==> config.mk <==
export PLATFORM = sky130hd
export DESIGN_NAME = nsa_top
export DESIGN_NICKNAME = d
export VERILOG_FILES = /design/src/core/nsa_top.v
export VERILOG_INCLUDE_DIRS = /design/src /design/src/core
export SDC_FILE = /design/constraint.sdc
export NUM_CORES = 1
export LEC_CHECK = 0
export ABC_AREA = 1
export BUFFER_PORTS_ARGS = -buffer_cell sky130_fd_sc_hd__buf_2
export CORE_MARGIN = 8
export CORE_UTILIZATION = 55
export DETAILED_ROUTE_END_ITERATION = 10
export PLACE_DENSITY = 0.85
export REMOVE_ABC_BUFFERS = 1
export SYNTH_ARGS = -nofsm -noshare
export SYNTH_HDL_FRONTEND = slang
export SYNTH_SLANG_ARGS = --single-unit
==> constraint.sdc <==
create_clock -name CLK_SYS_IN -period 2.2 [get_ports CLK_SYS_IN]
set_input_delay 0.22 -clock CLK_SYS_IN [delete_from_list [all_inputs] [get_ports CLK_SYS_IN]]
set_output_delay 0.22 -clock CLK_SYS_IN [all_outputs]
set_load 0.005 [all_outputs]
==> src/core/nsa_defs.vh <==
// Register offsets, field positions and reset values of the NMI source aggregation block
`ifndef NSA_DEFS_VH
`define NSA_DEFS_VH

// ****************************************
// Register byte offsets
// ****************************************
`define NSA_SYS_STS_ADDR 8'h00
`define NSA_SYS_EN_ADDR 8'h04
`define NSA_SUP_STS_ADDR 8'h08
`define NSA_SUP_EN_ADDR 8'h0c
`define NSA_EXT_STS_ADDR 8'h10
`define NSA_NMI_STS_ADDR 8'h14
`define NSA_NMI_EN_ADDR 8'h18
`define NSA_ECC_STS_ADDR 8'h1c
`define NSA_ECC_EN_ADDR 8'h20
`define NSA_TMR_STS_ADDR 8'h24
`define NSA_TMR_EN_ADDR 8'h28
`define NSA_CLK_STS_ADDR 8'h2c

// ****************************************
// Field positions
// ****************************************
`define NSA_SYSTEM_OVERTEMP_WARNING_BIT 0
`define NSA_SYSTEM_OVERTEMP_BIT 1
`define NSA_PU_OTWARN_BIT 2
`define NSA_PU_OT_BIT 3
`define NSA_EXT_OVERVOLT_BIT 0
`define NSA_EXT_OVERLOAD_BIT 1
`define NSA_EXT_SHORT_BIT 2
`define NSA_EXT_FAIL_EN_BIT 8
`define NSA_NMI_OSCWD_BIT 0
`define NSA_NMI_SUP_BIT 1
`define NSA_CLK_MEAS_BIT 0
`define NSA_CLK_FILT_BIT 1
`define NSA_CLK_OSC_LOW_BIT 2
`define NSA_CLK_WDT_IE_BIT 8
`define NSA_ECC_RAM_BIT 0
`define NSA_ECC_NVM_BIT 1
`define NSA_TMR_T2_BIT 0

// ****************************************
// Reset values and timing
// ****************************************
`define NSA_RESET_WORD 32'h0000_0000
`define NSA_T2_PULSE_CYC 2

`endif

==> src/core/nsa_top.v <==
// NMI source aggregation with sticky flags, enables and Wishbone slave
`timescale 1ns/1ps
`include "nsa_defs.vh"

module nsa_top #(
  parameter T2_PULSE_CYC = `NSA_T2_PULSE_CYC
) (
  input wire CLK_SYS_IN,
  input wire ARST_N_IN,
  input wire CLK_EN_IN,
  input wire WB_CYC_IN,
  input wire WB_STB_IN,
  input wire WB_WE_IN,
  input wire [7:0] WB_ADR_IN,
  input wire [3:0] WB_SEL_IN,
  input wire [31:0] WB_DAT_IN,
  output reg [31:0] WB_DAT_OUT,
  output reg WB_ACK_OUT,
  input wire SYSTEM_OVERTEMP_WARNING_IN,
  input wire SYSTEM_OVERTEMP_IN,
  input wire POWER_UNIT_OVERTEMP_WARNING_IN,
  input wire POWER_UNIT_OVERTEMP_IN,
  input wire [3:0] SUPPLY_UNDERVOLTAGE_IN,
  input wire [3:0] SUPPLY_OVERVOLTAGE_IN,
  input wire EXT_SUPPLY_OVERVOLT_IN,
  input wire EXT_SUPPLY_OVERLOAD_IN,
  input wire EXT_SUPPLY_SHORT_IN,
  input wire MEAS_IFACE_CLOCK_FAIL_IN,
  input wire FILTER_CLOCK_FAIL_IN,
  input wire OSC_TOO_LOW_IN,
  input wire RAM_DOUBLE_BIT_ERROR_IN,
  input wire NVM_DOUBLE_BIT_ERROR_IN,
  input wire TIMER2_EVENT_IN,
  output reg NMI_REQ_OUT,
  output reg TIMER2_NODE0_REQ_OUT,
  output wire IRQ_OUT
);

  // ****************************************
  // Helpers
  // ****************************************
  // Write-one-to-clear with hardware set priority
  function [7:0] wclr;
    input [7:0] cur;
    input [7:0] set;
    input [7:0] clr;
    begin
      wclr = (cur & ~clr) | set;
    end
  endfunction

  // Plain read-write register update
  function [7:0] wmask;
    input [7:0] cur;
    input [7:0] dat;
    input we;
    begin
      wmask = we ? dat : cur;
    end
  endfunction

  // ****************************************
  // State
  // ****************************************
  reg [3:0] sys_sts_q;
  reg [3:0] sys_en_q;
  reg [7:0] sup_sts_q;
  reg [7:0] sup_en_q;
  reg [2:0] ext_sts_q;
  reg ext_fail_en_q;
  reg [1:0] nmi_sts_q;
  reg [1:0] nmi_en_q;
  reg [1:0] clk_sts_q;
  reg clk_wdt_ie_q;
  reg [1:0] ecc_sts_q;
  reg [1:0] ecc_en_q;
  reg tmr_sts_q;
  reg tmr_en_q;
  // Edge detector history
  reg [3:0] ot_prev_q;
  reg [7:0] sup_prev_q;
  reg t2_prev_q;
  // Timer pulse counter
  reg [1:0] t2_cnt_q;

  // A request is taken only while ack is low, so each request gets one ack
  wire bus_req = WB_CYC_IN & WB_STB_IN & ~WB_ACK_OUT;
  wire wr_stb = bus_req & WB_WE_IN & WB_SEL_IN[0];
  wire wr_stb1 = bus_req & WB_WE_IN & WB_SEL_IN[1];
  wire [7:0] wd = WB_DAT_IN[7:0];

  function sel;
    input [7:0] adr;
    input [7:0] cmp;
    begin
      sel = (adr == cmp);
    end
  endfunction

  // ****************************************
  // Source sampling
  // ****************************************
  // Edge sources compare against last cycle's level
  wire [3:0] ot_now = {POWER_UNIT_OVERTEMP_IN, POWER_UNIT_OVERTEMP_WARNING_IN,
                       SYSTEM_OVERTEMP_IN, SYSTEM_OVERTEMP_WARNING_IN};
  wire [7:0] sup_now = {SUPPLY_OVERVOLTAGE_IN, SUPPLY_UNDERVOLTAGE_IN};
  wire [3:0] ot_rise = ot_now & ~ot_prev_q;
  wire [7:0] sup_rise = sup_now & ~sup_prev_q;
  // Level sources set their flags on every cycle the input is high
  wire [2:0] ext_now = {EXT_SUPPLY_SHORT_IN, EXT_SUPPLY_OVERLOAD_IN, EXT_SUPPLY_OVERVOLT_IN};
  wire [1:0] clk_now = {FILTER_CLOCK_FAIL_IN, MEAS_IFACE_CLOCK_FAIL_IN};
  wire [1:0] ecc_now = {NVM_DOUBLE_BIT_ERROR_IN, RAM_DOUBLE_BIT_ERROR_IN};
  wire t2_rise = TIMER2_EVENT_IN & ~t2_prev_q;
  wire sup_any = |sup_sts_q;
  // Clock fails enter the common watchdog flag only with their interrupt enable
  wire oscwd_set = ((|clk_now) & clk_wdt_ie_q) | OSC_TOO_LOW_IN;
  wire [1:0] nmi_set = {sup_any, oscwd_set};

  // Hardware set vectors, widened to the helper width
  wire [7:0] set_sys = {4'h0, ot_rise};
  wire [7:0] set_ext = {5'h0, ext_now};
  wire [7:0] set_clk = {6'h0, clk_now};
  wire [7:0] set_nmi = {6'h0, nmi_set};
  wire [7:0] set_ecc = {6'h0, ecc_now};

  // ****************************************
  // Register write decode
  // ****************************************
  // Flag and enable bytes need lane 0
  wire wr_sys_sts = wr_stb & sel(WB_ADR_IN, `NSA_SYS_STS_ADDR);
  wire wr_sys_en = wr_stb & sel(WB_ADR_IN, `NSA_SYS_EN_ADDR);
  wire wr_sup_sts = wr_stb & sel(WB_ADR_IN, `NSA_SUP_STS_ADDR);
  wire wr_sup_en = wr_stb & sel(WB_ADR_IN, `NSA_SUP_EN_ADDR);
  wire wr_ext_sts = wr_stb & sel(WB_ADR_IN, `NSA_EXT_STS_ADDR);
  wire wr_nmi_sts = wr_stb & sel(WB_ADR_IN, `NSA_NMI_STS_ADDR);
  wire wr_nmi_en = wr_stb & sel(WB_ADR_IN, `NSA_NMI_EN_ADDR);
  wire wr_clk_sts = wr_stb & sel(WB_ADR_IN, `NSA_CLK_STS_ADDR);
  wire wr_ecc_sts = wr_stb & sel(WB_ADR_IN, `NSA_ECC_STS_ADDR);
  wire wr_ecc_en = wr_stb & sel(WB_ADR_IN, `NSA_ECC_EN_ADDR);
  wire wr_tmr_sts = wr_stb & sel(WB_ADR_IN, `NSA_TMR_STS_ADDR);
  wire wr_tmr_en = wr_stb & sel(WB_ADR_IN, `NSA_TMR_EN_ADDR);
  // Bit 8 enables need lane 1
  wire wr_ext_hi = wr_stb1 & sel(WB_ADR_IN, `NSA_EXT_STS_ADDR);
  wire wr_clk_hi = wr_stb1 & sel(WB_ADR_IN, `NSA_CLK_STS_ADDR);

  // Write-one-to-clear masks
  wire [7:0] clr_sys = {4'h0, wd[3:0] & {4{wr_sys_sts}}};
  wire [7:0] clr_sup = wd & {8{wr_sup_sts}};
  wire [7:0] clr_ext = {5'h0, wd[2:0] & {3{wr_ext_sts}}};
  wire [7:0] clr_clk = {6'h0, wd[1:0] & {2{wr_clk_sts}}};
  wire [7:0] clr_nmi = {6'h0, wd[1:0] & {2{wr_nmi_sts}}};
  wire [7:0] clr_ecc = {6'h0, wd[1:0] & {2{wr_ecc_sts}}};
  wire clr_tmr = wd[`NSA_TMR_T2_BIT] & wr_tmr_sts;

  // ****************************************
  // Next values
  // ****************************************
  // Set wins over a same-cycle write-one clear
  wire [7:0] sys_sts_d = wclr({4'h0, sys_sts_q}, set_sys, clr_sys);
  wire [7:0] sup_sts_d = wclr(sup_sts_q, sup_rise, clr_sup);
  wire [7:0] ext_sts_d = wclr({5'h0, ext_sts_q}, set_ext, clr_ext);
  wire [7:0] clk_sts_d = wclr({6'h0, clk_sts_q}, set_clk, clr_clk);
  wire [7:0] nmi_sts_d = wclr({6'h0, nmi_sts_q}, set_nmi, clr_nmi);
  wire [7:0] ecc_sts_d = wclr({6'h0, ecc_sts_q}, set_ecc, clr_ecc);
  wire tmr_sts_d = t2_rise | (tmr_sts_q & ~clr_tmr);
  wire [7:0] sys_en_d = wmask({4'h0, sys_en_q}, wd, wr_sys_en);
  wire [7:0] sup_en_d = wmask(sup_en_q, wd, wr_sup_en);
  wire [7:0] nmi_en_d = wmask({6'h0, nmi_en_q}, wd, wr_nmi_en);
  wire [7:0] ecc_en_d = wmask({6'h0, ecc_en_q}, wd, wr_ecc_en);
  wire [7:0] tmr_en_d = wmask({7'h0, tmr_en_q}, wd, wr_tmr_en);
  wire ext_fail_en_d = wr_ext_hi ? WB_DAT_IN[`NSA_EXT_FAIL_EN_BIT] : ext_fail_en_q;
  wire clk_wdt_ie_d = wr_clk_hi ? WB_DAT_IN[`NSA_CLK_WDT_IE_BIT] : clk_wdt_ie_q;
  // Pulse length as a full word, narrowed to the counter on purpose
  wire [31:0] t2_len = T2_PULSE_CYC;
  wire t2_fire = t2_rise & tmr_en_q;

  // ****************************************
  // Edge history
  // ****************************************
  // Reset level matches the idle level of the pins, so no false edge
  always @(posedge CLK_SYS_IN or negedge ARST_N_IN) begin
    if (!ARST_N_IN) begin
      ot_prev_q <= 4'h0;
      sup_prev_q <= 8'h00;
      t2_prev_q <= 1'b0;
    end else if (CLK_EN_IN) begin
      ot_prev_q <= ot_now;
      sup_prev_q <= sup_now;
      t2_prev_q <= TIMER2_EVENT_IN;
    end
  end

  // ****************************************
  // Sticky status flags
  // ****************************************
  always @(posedge CLK_SYS_IN or negedge ARST_N_IN) begin
    if (!ARST_N_IN) begin
      sys_sts_q <= 4'h0;
      sup_sts_q <= 8'h00;
      ext_sts_q <= 3'h0;
      clk_sts_q <= 2'h0;
      nmi_sts_q <= 2'h0;
      ecc_sts_q <= 2'h0;
      tmr_sts_q <= 1'b0;
    end else if (CLK_EN_IN) begin
      sys_sts_q <= sys_sts_d[3:0];
      sup_sts_q <= sup_sts_d;
      ext_sts_q <= ext_sts_d[2:0];
      clk_sts_q <= clk_sts_d[1:0];
      nmi_sts_q <= nmi_sts_d[1:0];
      ecc_sts_q <= ecc_sts_d[1:0];
      tmr_sts_q <= tmr_sts_d;
    end
  end

  // ****************************************
  // Enables
  // ****************************************
  // Plain read-write; software clears the flags before setting these
  always @(posedge CLK_SYS_IN or negedge ARST_N_IN) begin
    if (!ARST_N_IN) begin
      sys_en_q <= 4'h0;
      sup_en_q <= 8'h00;
      ext_fail_en_q <= 1'b0;
      nmi_en_q <= 2'h0;
      clk_wdt_ie_q <= 1'b0;
      ecc_en_q <= 2'h0;
      tmr_en_q <= 1'b0;
    end else if (CLK_EN_IN) begin
      sys_en_q <= sys_en_d[3:0];
      sup_en_q <= sup_en_d;
      ext_fail_en_q <= ext_fail_en_d;
      nmi_en_q <= nmi_en_d[1:0];
      clk_wdt_ie_q <= clk_wdt_ie_d;
      ecc_en_q <= ecc_en_d[1:0];
      tmr_en_q <= tmr_en_d[0];
    end
  end

  // ****************************************
  // Timer pulse
  // ****************************************
  // Node 0 request held for the pulse length; the counter holds up to three
  always @(posedge CLK_SYS_IN or negedge ARST_N_IN) begin
    if (!ARST_N_IN) begin
      t2_cnt_q <= 2'h0;
    end else if (CLK_EN_IN) begin
      if (t2_fire)
        t2_cnt_q <= t2_len[1:0];
      else if (t2_cnt_q != 2'h0)
        t2_cnt_q <= t2_cnt_q - 2'h1;
    end
  end

  // ****************************************
  // NMI merge
  // ****************************************
  // Each source gated by its own enable before the merge; the three ext flags share ext_fail_en_q
  wire nmi_sys = |(sys_sts_q & sys_en_q);
  wire nmi_sup = |(sup_sts_q & sup_en_q);
  wire nmi_ext = (|ext_sts_q) & ext_fail_en_q;
  wire nmi_osc = nmi_sts_q[`NSA_NMI_OSCWD_BIT] & nmi_en_q[`NSA_NMI_OSCWD_BIT];
  wire nmi_pre = nmi_sts_q[`NSA_NMI_SUP_BIT] & nmi_en_q[`NSA_NMI_SUP_BIT];
  wire nmi_ecc = |(ecc_sts_q & ecc_en_q);
  wire nmi_d = nmi_sys | nmi_sup | nmi_ext | nmi_osc | nmi_pre | nmi_ecc;

  // ****************************************
  // Requests
  // ****************************************
  // Node 0 level request: pending timer flag with its enable
  assign IRQ_OUT = tmr_sts_q & tmr_en_q;

  always @(posedge CLK_SYS_IN or negedge ARST_N_IN) begin
    if (!ARST_N_IN) begin
      NMI_REQ_OUT <= 1'b0;
    end else if (CLK_EN_IN) begin
      NMI_REQ_OUT <= nmi_d;
    end
  end

  // Timer request covers the fire cycle and the counted tail
  always @(posedge CLK_SYS_IN or negedge ARST_N_IN) begin
    if (!ARST_N_IN) begin
      TIMER2_NODE0_REQ_OUT <= 1'b0;
    end else if (CLK_EN_IN) begin
      TIMER2_NODE0_REQ_OUT <= t2_fire | (t2_cnt_q > 2'h1);
    end
  end

  // ****************************************
  // Read mux
  // ****************************************
  // Composite words: flags low, enable at bit 8
  wire [31:0] ext_word = {23'h0, ext_fail_en_q, 5'h0, ext_sts_q};
  wire [31:0] clk_word = {23'h0, clk_wdt_ie_q, 5'h0, OSC_TOO_LOW_IN, clk_sts_q};

  reg [31:0] rd_d;
  always @* begin
    rd_d = `NSA_RESET_WORD;
    case (WB_ADR_IN)
      `NSA_SYS_STS_ADDR: rd_d = {28'h0, sys_sts_q};
      `NSA_SYS_EN_ADDR: rd_d = {28'h0, sys_en_q};
      `NSA_SUP_STS_ADDR: rd_d = {24'h0, sup_sts_q};
      `NSA_SUP_EN_ADDR: rd_d = {24'h0, sup_en_q};
      `NSA_EXT_STS_ADDR: rd_d = ext_word;
      `NSA_NMI_STS_ADDR: rd_d = {30'h0, nmi_sts_q};
      `NSA_NMI_EN_ADDR: rd_d = {30'h0, nmi_en_q};
      `NSA_ECC_STS_ADDR: rd_d = {30'h0, ecc_sts_q};
      `NSA_ECC_EN_ADDR: rd_d = {30'h0, ecc_en_q};
      `NSA_TMR_STS_ADDR: rd_d = {31'h0, tmr_sts_q};
      `NSA_TMR_EN_ADDR: rd_d = {31'h0, tmr_en_q};
      `NSA_CLK_STS_ADDR: rd_d = clk_word;
      default: rd_d = `NSA_RESET_WORD;
    endcase
  end

  // ****************************************
  // Bus handshake
  // ****************************************
  // One ack per request; read data moves only on reads
  always @(posedge CLK_SYS_IN or negedge ARST_N_IN) begin
    if (!ARST_N_IN) begin
      WB_ACK_OUT <= 1'b0;
      WB_DAT_OUT <= `NSA_RESET_WORD;
    end else if (CLK_EN_IN) begin
      WB_ACK_OUT <= bus_req;
      if (bus_req && !WB_WE_IN)
        WB_DAT_OUT <= rd_d;
    end
  end

endmodule
==> results of run 1 <==
-- final cells by class --
| cell class | instances | area (µm²) |
|---|---|---|
| clock buffers | 10 | 138 |
| repair buffers | 62 | 335 |
| clock inverters | 6 | 61.3 |
| multi-input cells | 335 | 1600 |
| fillers | 548 | 2250 |
| well taps | 77 | 96.3 |
| flip-flops and latches | 68 | 1700 |
| inverters | 44 | 165 |
-- timing repair --
| item | in CTS | in global routing |
|---|---|---|
| hold endpoints to repair | 68 | 0 |
| endpoints found under the setup margin | 0 | 0 |
| hold buffers | 1 | 0 |
-- per-layer routing --
layer | track usage | wire length, µm | up-vias
met3 | 0.0533 | 593 | 21
li1 | - | - | 1542
met1 | 0.255 | 4030 | 1487
met2 | 0.298 | 4070 | 103
met4 | 0.109 | 267 | 0
met5 | 0 | 0 | -
-- cells by family after synthesis --
group | share of synthesized area
other | 0.00104
AOI/OAI and AO/OA | 0.122
DFF | 0.474
and+or+nand+nor | 0.293
buffers and inverters | 0.103
adders and majority gates | 0.00697
-- where the power goes --
group | switching (mW) | total, mW | internal (mW)
Sequential | 0.0273 | 1.33 | 1.30
Clock | 0.494 | 1.05 | 0.552
Combinational | 0.182 | 0.280 | 0.0978
Total | 0.703 | 2.65 | 1.95
-- per-stage QoR --
step           std cells  hold slack, ns
3_5_place_dp         585           0.270
4_1_cts              602          0.0469
6_report             602          0.0627
2_1_floorplan        447         -0.0756
3_3_place_gp         585           0.261
5_1_grt              602          0.0706
-- cells in the final DEF, fill, tap and decap left out, drive strengths merged --
master       Yosys  final
inv             43     44
o21ai           63     63
dfrtp           68     68
ha               2      2
a211oi           1      1
o22a             1      1
nand3           29     29
nand4            4      4
dlygate4sd3      0      1
nor4             1      1
clkinv           1      4
clkinvlp         0      1
clkbuf           3     10
nand2          164    164
buf             25     61
o22ai            3      3
or2              1      1
a21oi            5      5
a22o             2      2
bufinv           0      1
nor2            32     32
a31oi            1      1
o2bb2ai          1      1
nor3             2      2
conb             1     23
-- synthesized netlist by cell type (3+ instances only) --
cell type / count / area share
nand2_1: 154 / 0.16
o21ai_1: 10 / 0.014
a21oi_1: 5 / 0.0070
nand3_1: 28 / 0.039
o21ai_2: 8 / 0.020
nor2_2: 8 / 0.014
nand4_1: 3 / 0.0052
nand2_2: 8 / 0.014
o21ai_0: 45 / 0.063
dfrtp_1: 68 / 0.47
buf_4: 23 / 0.048
inv_1: 40 / 0.042
inv_2: 3 / 0.0031
nor2_1: 20 / 0.021
o22ai_1: 3 / 0.0052
clkbuf_1: 3 / 0.0031
-- worst register-to-register path: cells and delay by family (launching register included) --
kind / cells / cell delay [ns]
AND/OR/NAND/NOR: 3 / 0.52
AO/OA/AOI/OAI: 2 / 0.30
buffers and inverters: 1 / 0.13
flip-flops: 1 / 0.38
-- flip-flops by register name, summed over array words and instances (netlist names), 2 cells and up --
register	count
nmi_sts_q	2
t2_cnt_q	2
sys_en_q	4
ot_prev_q	4
WB_DAT_OUT	9
sys_sts_q	4
ext_sts_q	3
ecc_en_q	2
sup_sts_q	8
ecc_sts_q	2
nmi_en_q	2
clk_sts_q	2
sup_en_q	8
sup_prev_q	8
-- worst max-delay path by stage --
stage | start | endpoint | slack, ns | depth (start not counted)
after floorplan | WB_ACK_OUT$_DFFE_PN0P_ | sup_en_q[0]$_DFFE_PN0P_ | 0.98 | 6
after global placement | WB_ADR_IN[1] | sys_sts_q[0]$_DFFE_PN0P_ | 0.78 | 7
after detailed placement | WB_ADR_IN[1] | sys_sts_q[1]$_DFFE_PN0P_ | 0.71 | 7
after CTS | WB_ACK_OUT$_DFFE_PN0P_ | sup_sts_q[0]$_DFFE_PN0P_ | 0.73 | 6
after global routing | WB_ACK_OUT$_DFFE_PN0P_ | sup_sts_q[0]$_DFFE_PN0P_ | 0.55 | 6
final | WB_ACK_OUT$_DFFE_PN0P_ | sys_sts_q[1]$_DFFE_PN0P_ | 0.73 | 6
==> metrics.yaml, run 1 <==
critical_path:
  cp_max_fo: 6
  critPathRequiredTime_ns: 2.42
  worstSetupPathType: "flop to flop"
  reg2reg_depth: 6
  crit_arrival_ns: 1.69
  worstReg2RegEnd: "sys_sts_q[1]$_DFFE_PN0P_"
  worst_path_max_delay_cell: "dfrtp_1"
  cp_num_buf_inv: 1
  r2r_slack_ns: 0.73
  regToRegStartpoint: "WB_ACK_OUT$_DFFE_PN0P_"
  cp_common_cell: "o21ai_0"
  crit_path_cell_trace: "inv_1 > nand3_1 > nor2_2 > nand2_1 > o21ai_0 > o21ai_0"
  cpPeakStageDelay_ns: 0.38
  crit_family: "simple AND/OR/NAND/NOR gates"
  end_kind: "flop"
  start_kind: "flop"
sta:
  finClkSkew_ns: 0.0134
  fin_crit_sh: 0.667
  rsz0062_at_grt: "no"
  fmax_ghz: 0.682
  finalHoldViolations: 0
  setup_tns_ns: 0
  setup_ws_ns: 0.733
  slew_viol_final: 0
  setup_violations: 0
  period_needed_ns: 1.47
die:
  die_w_um: 96.8
  initial_utilization: 0.566
  rows: 29
  die-area_mm2: 0.00937
  core_mm2: 0.00635
  fp.dieH_um: 96.8
  io_pins: 107
finish:
  area_growth_pct: 14.1
  stdcell_area_mm2: 0.00410
  diodes: 0
  drive_gt1_frac: 0.215
  post-route-util: 0.645
  nets: 593
placed_design:
  place.gp.congestion: 0.938
  portBuffers: 58
  hpwl_um: 6790
  placed_cell_area_mm2: 0.00389
  pre_cts_slack_ns: 0.707
status:
  status: "complete, no violations"
clock_network:
  cts_tree: "built"
  post_cts_buffers: 0
  cts_max_level: 3
  root_buffer: "clkbuf_8"
  clk_latency_ns: 0.35
  cts_resized: 0
  cts_num_sinks: 68
  clk_pin_slew_ns: 0.08
  clock_path_buffers: 2
  numCtsBuffers: 9
global_routing:
  grt_pass1_wl_um: 15300
  grt_usage: 0.199
  antenna_found_initial: 0
  grt_max_degree: 69
  grt_overflow: 0
  grt_pass1_vias: 3184
min_path:
  min_delay_path_depth: 3
  hold_end: "ext_sts_q[0]$_DFFE_PN0P_"
  hp-class: "input pin to flop"
  hp-start: "EXT_SUPPLY_OVERVOLT_IN"
power:
  ir_worst_vdd_mv: 0.434
  power_mw: 2.65
  power.density_mw_per_mm2: 647
  p_leak_nw: 2.13
drt:
  first_iter_violations: 194
  antenna_left: 0
  wire_per_inst_um: 14.9
  drc_errors: 0
  routed_wl_um: 8970
  drtPass1Iterations: 5
  routed_via_density: 5.24
  vias: 3153
logic_synthesis:
  synth_ff_type: "dfrtp_1"
  yosysSeqAreaShare: 0.474
  syn-mean-instance-area_um2: 7.93
  syn_area_mm2: 0.00359
  yosysWarnings: 0
  async_reset_ff_frac: 1.00
  synth-edff-count: 0
  synthCells: 453
  synth_seq_cells: 68
  synth.distinct_cells: 33
flow_run:
  cap_violations: 0
Power figures use the tool's default switching activity.
==> inputs of run 2 (changes only) <==
CORE_UTILIZATION = 47   (was 55)
PLACE_DENSITY = 0.78   (was 0.85)
clock period = 1.3 ns   (was 2.2 ns; I/O delays follow)
==> metrics.yaml, run 2 (synthesis results as in run 1) <==
sta:
  fmax_ghz: 0.736  # +8.0%
  finalHoldViolations: 0  # unchanged
  rsz0062_at_grt: "yes"
  setup_violations: 21  # +21
  setup_tns_ns: -0.565  # -0.565 ns
  slew_viol_final: 0  # unchanged
  fin_crit_sh: 1.04  # +0.378
  period_needed_ns: 1.36  # -0.108 ns
  whs_ns: 0.00734  # -0.0553 ns
  setup_ws_ns: -0.0584  # -0.792 ns
  finClkSkew_ns: 0.00632  # -0.00706 ns
finish:
  diodes: 0  # unchanged
  area_growth_pct: 26.7
  nets: 629  # +6.1%
  regMostFlops: "WB_DAT_OUT"
  final_common_cell: "nand2_1"
  largest_register_ff_count: 9  # unchanged
  drive_gt1_frac: 0.271  # +0.0557
  fillCellCount: 672  # +23%
  layout_common_cells: "149 x nand2_1, 68 x dfrtp_1, 58 x buf_2"
critical_path:
  end_kind: "flop"
  worstSetupPathType: "flop to flop"
  cp_max_fo: 8  # +2
  critPathRequiredTime_ns: 1.54  # -0.88 ns
  worst_path_max_delay_cell: "dfrtp_1"
  crit_arrival_ns: 1.60  # -0.09 ns
  cpPeakStageDelay_ns: 0.39  # about the same
  crit_path_cell_trace: "inv_2 > nand4_4 > nor2_8 > buf_12 > nand2_8 > nand2_1 > o21ai_2"
  start_kind: "flop"
die:
  die_w_um: 103  # +6.8%
  die-area_mm2: 0.0107  # +14%
  rows: 32  # +10%
  io_pins: 107  # unchanged
  fp.dieH_um: 103  # +6.8%
  core_mm2: 0.00757  # +19%
  initial_utilization: 0.475  # -0.0910
drt:
  first_iter_violations: 201  # +3.6%
  routed_wl_um: 9600  # +7.0%
  routed_via_density: 5.03  # -4.0%
  drc_errors: 0  # unchanged
  vias: 3332  # +5.7%
  drtPass1Iterations: 5  # unchanged
  antenna_left: 0  # unchanged
  wire_per_inst_um: 14.5  # -2.8%
min_path:
  hp-class: "input pin to flop"
clock_network:
  clock_path_buffers: 2  # unchanged
  cts_tree: "built"
  root_buffer: "clkbuf_8"
  numCtsBuffers: 9  # unchanged
  clk_latency_ns: 0.35  # about the same
  cts_num_sinks: 68  # unchanged
  clk_pin_slew_ns: 0.08  # about the same
  cts_max_level: 3  # unchanged
global_routing:
  antenna_found_initial: 0  # unchanged
  use_met3: 0.0382  # -0.0152
  grt_pass1_wl_um: 15300  # about the same
  grt_use_met2: 0.301  # +0.00284
  busiest_layer: "met2"
  grt_max_degree: 40  # -42%
  grt_pass1_vias: 3265  # +2.5%
  use_met1: 0.235  # -0.0190
  grt_usage: 0.184  # -0.0149
  grt_overflow: 0  # unchanged
placed_design:
  portBuffers: 58  # unchanged
  hpwl_um: 7280  # +7.3%
  place.gp.congestion: 0.881  # -6.1%
power:
  ir_worst_vdd_mv: 0.539  # +24%
  p_leak_nw: 2.29  # +7.5%
  power.density_mw_per_mm2: 966  # +49%
status:
  violations: "setup timing"
  status: "finished, violations left"
flow_run:
  cap_violations: 0  # unchanged
-- run 2: changes by cell type in the layout (fill, tap and decap cells not counted), sizes merged --
cell / change
buf: +18
dlygate4sd3: +17
clkinv: +2
bufinv: -1
inv: -1
nand2: +1
-- run 2: repair_timing --
item,in CTS,in global routing
pin swaps,5,4
gates cloned,0,1
setup endpoints to repair,40,48
setup buffers,2,1
resized for setup,13,34
hold endpoints to repair,32,0
hold buffers,18,0
-- run 2: worst paths after layout --
kind | from | end | slack, ns | cells after the start
setup / recovery | WB_ACK_OUT$_DFFE_PN0P_ | sup_en_q[1]$_DFFE_PN0P_ | -0.06 | 7
hold / removal | SUPPLY_UNDERVOLTAGE_IN[1] | sup_prev_q[1]$_DFFE_PN0P_ | 0.007 | 3
setup reg to reg | WB_ACK_OUT$_DFFE_PN0P_ | sup_en_q[1]$_DFFE_PN0P_ | -0.06 | 7
hold reg to reg | sup_prev_q[3]$_DFFE_PN0P_ | sup_sts_q[3]$_DFFE_PN0P_ | 0.45 | 1
max in group asynchronous | ARST_N_IN | sup_en_q[1]$_DFFE_PN0P_ | 0.52 | 3
min in group asynchronous | ARST_N_IN | sup_prev_q[4]$_DFFE_PN0P_ | 0.24 | 2
-- run 2: layout make-up --
cell class / instances / area (µm²) / area share
multi-input cells: 336 / 1720 / 0.377
clock buffers: 10 / 138 / 0.0302
flip-flops and latches: 68 / 1700 / 0.374
clock inverters: 6 / 40.0 / 0.00880
inverters: 44 / 168 / 0.0368
repair buffers: 97 / 661 / 0.145
well taps: 102 / 128 / 0.0280
-- run 2: metrics by stage --
| stage | power, mW | area [µm²] | instances | utilization | setup slack (ns) |
|---|---|---|---|---|---|
| 5_1_grt | 4.57 | 4550 | 663 | 0.601 | -0.111 |
| 3_3_place_gp | 2.74 | 4030 | 625 | 0.533 | -0.0300 |
| 3_5_place_dp | 2.78 | 4030 | 625 | 0.533 | -0.129 |
| 6_report | 4.40 | 4550 | 663 | 0.601 | -0.0584 |
| 4_1_cts | 4.41 | 4430 | 661 | 0.586 | -0.0357 |
| 2_1_floorplan | 2.52 | 3470 | 447 | - | 0.0753 |
-- run 2: metal layers --
| layer | up-vias | part of all wire |
|---|---|---|
| met5 | - | 0 |
| met4 | 0 | 0.019 |
| met3 | 15 | 0.063 |
| met2 | 111 | 0.49 |
| met1 | 1587 | 0.43 |
| li1 | 1619 | - |
-- run 2: worst max-delay path: cells and delay by family, from the launching register on --
| kind | cells | cell delay [ns] |
|---|---|---|
| simple gates | 4 | 0.54 |
| buf+inv | 2 | 0.25 |
| flops | 1 | 0.39 |
| compound gates | 1 | 0.05 |
-- run 2: where the power goes --
part           switching, mW  total (mW)  internal [mW]
logic                  0.333       0.558          0.225
registers             0.0444        2.24           2.20
clock network          0.855        1.59          0.740
total                   1.23        4.40           3.16
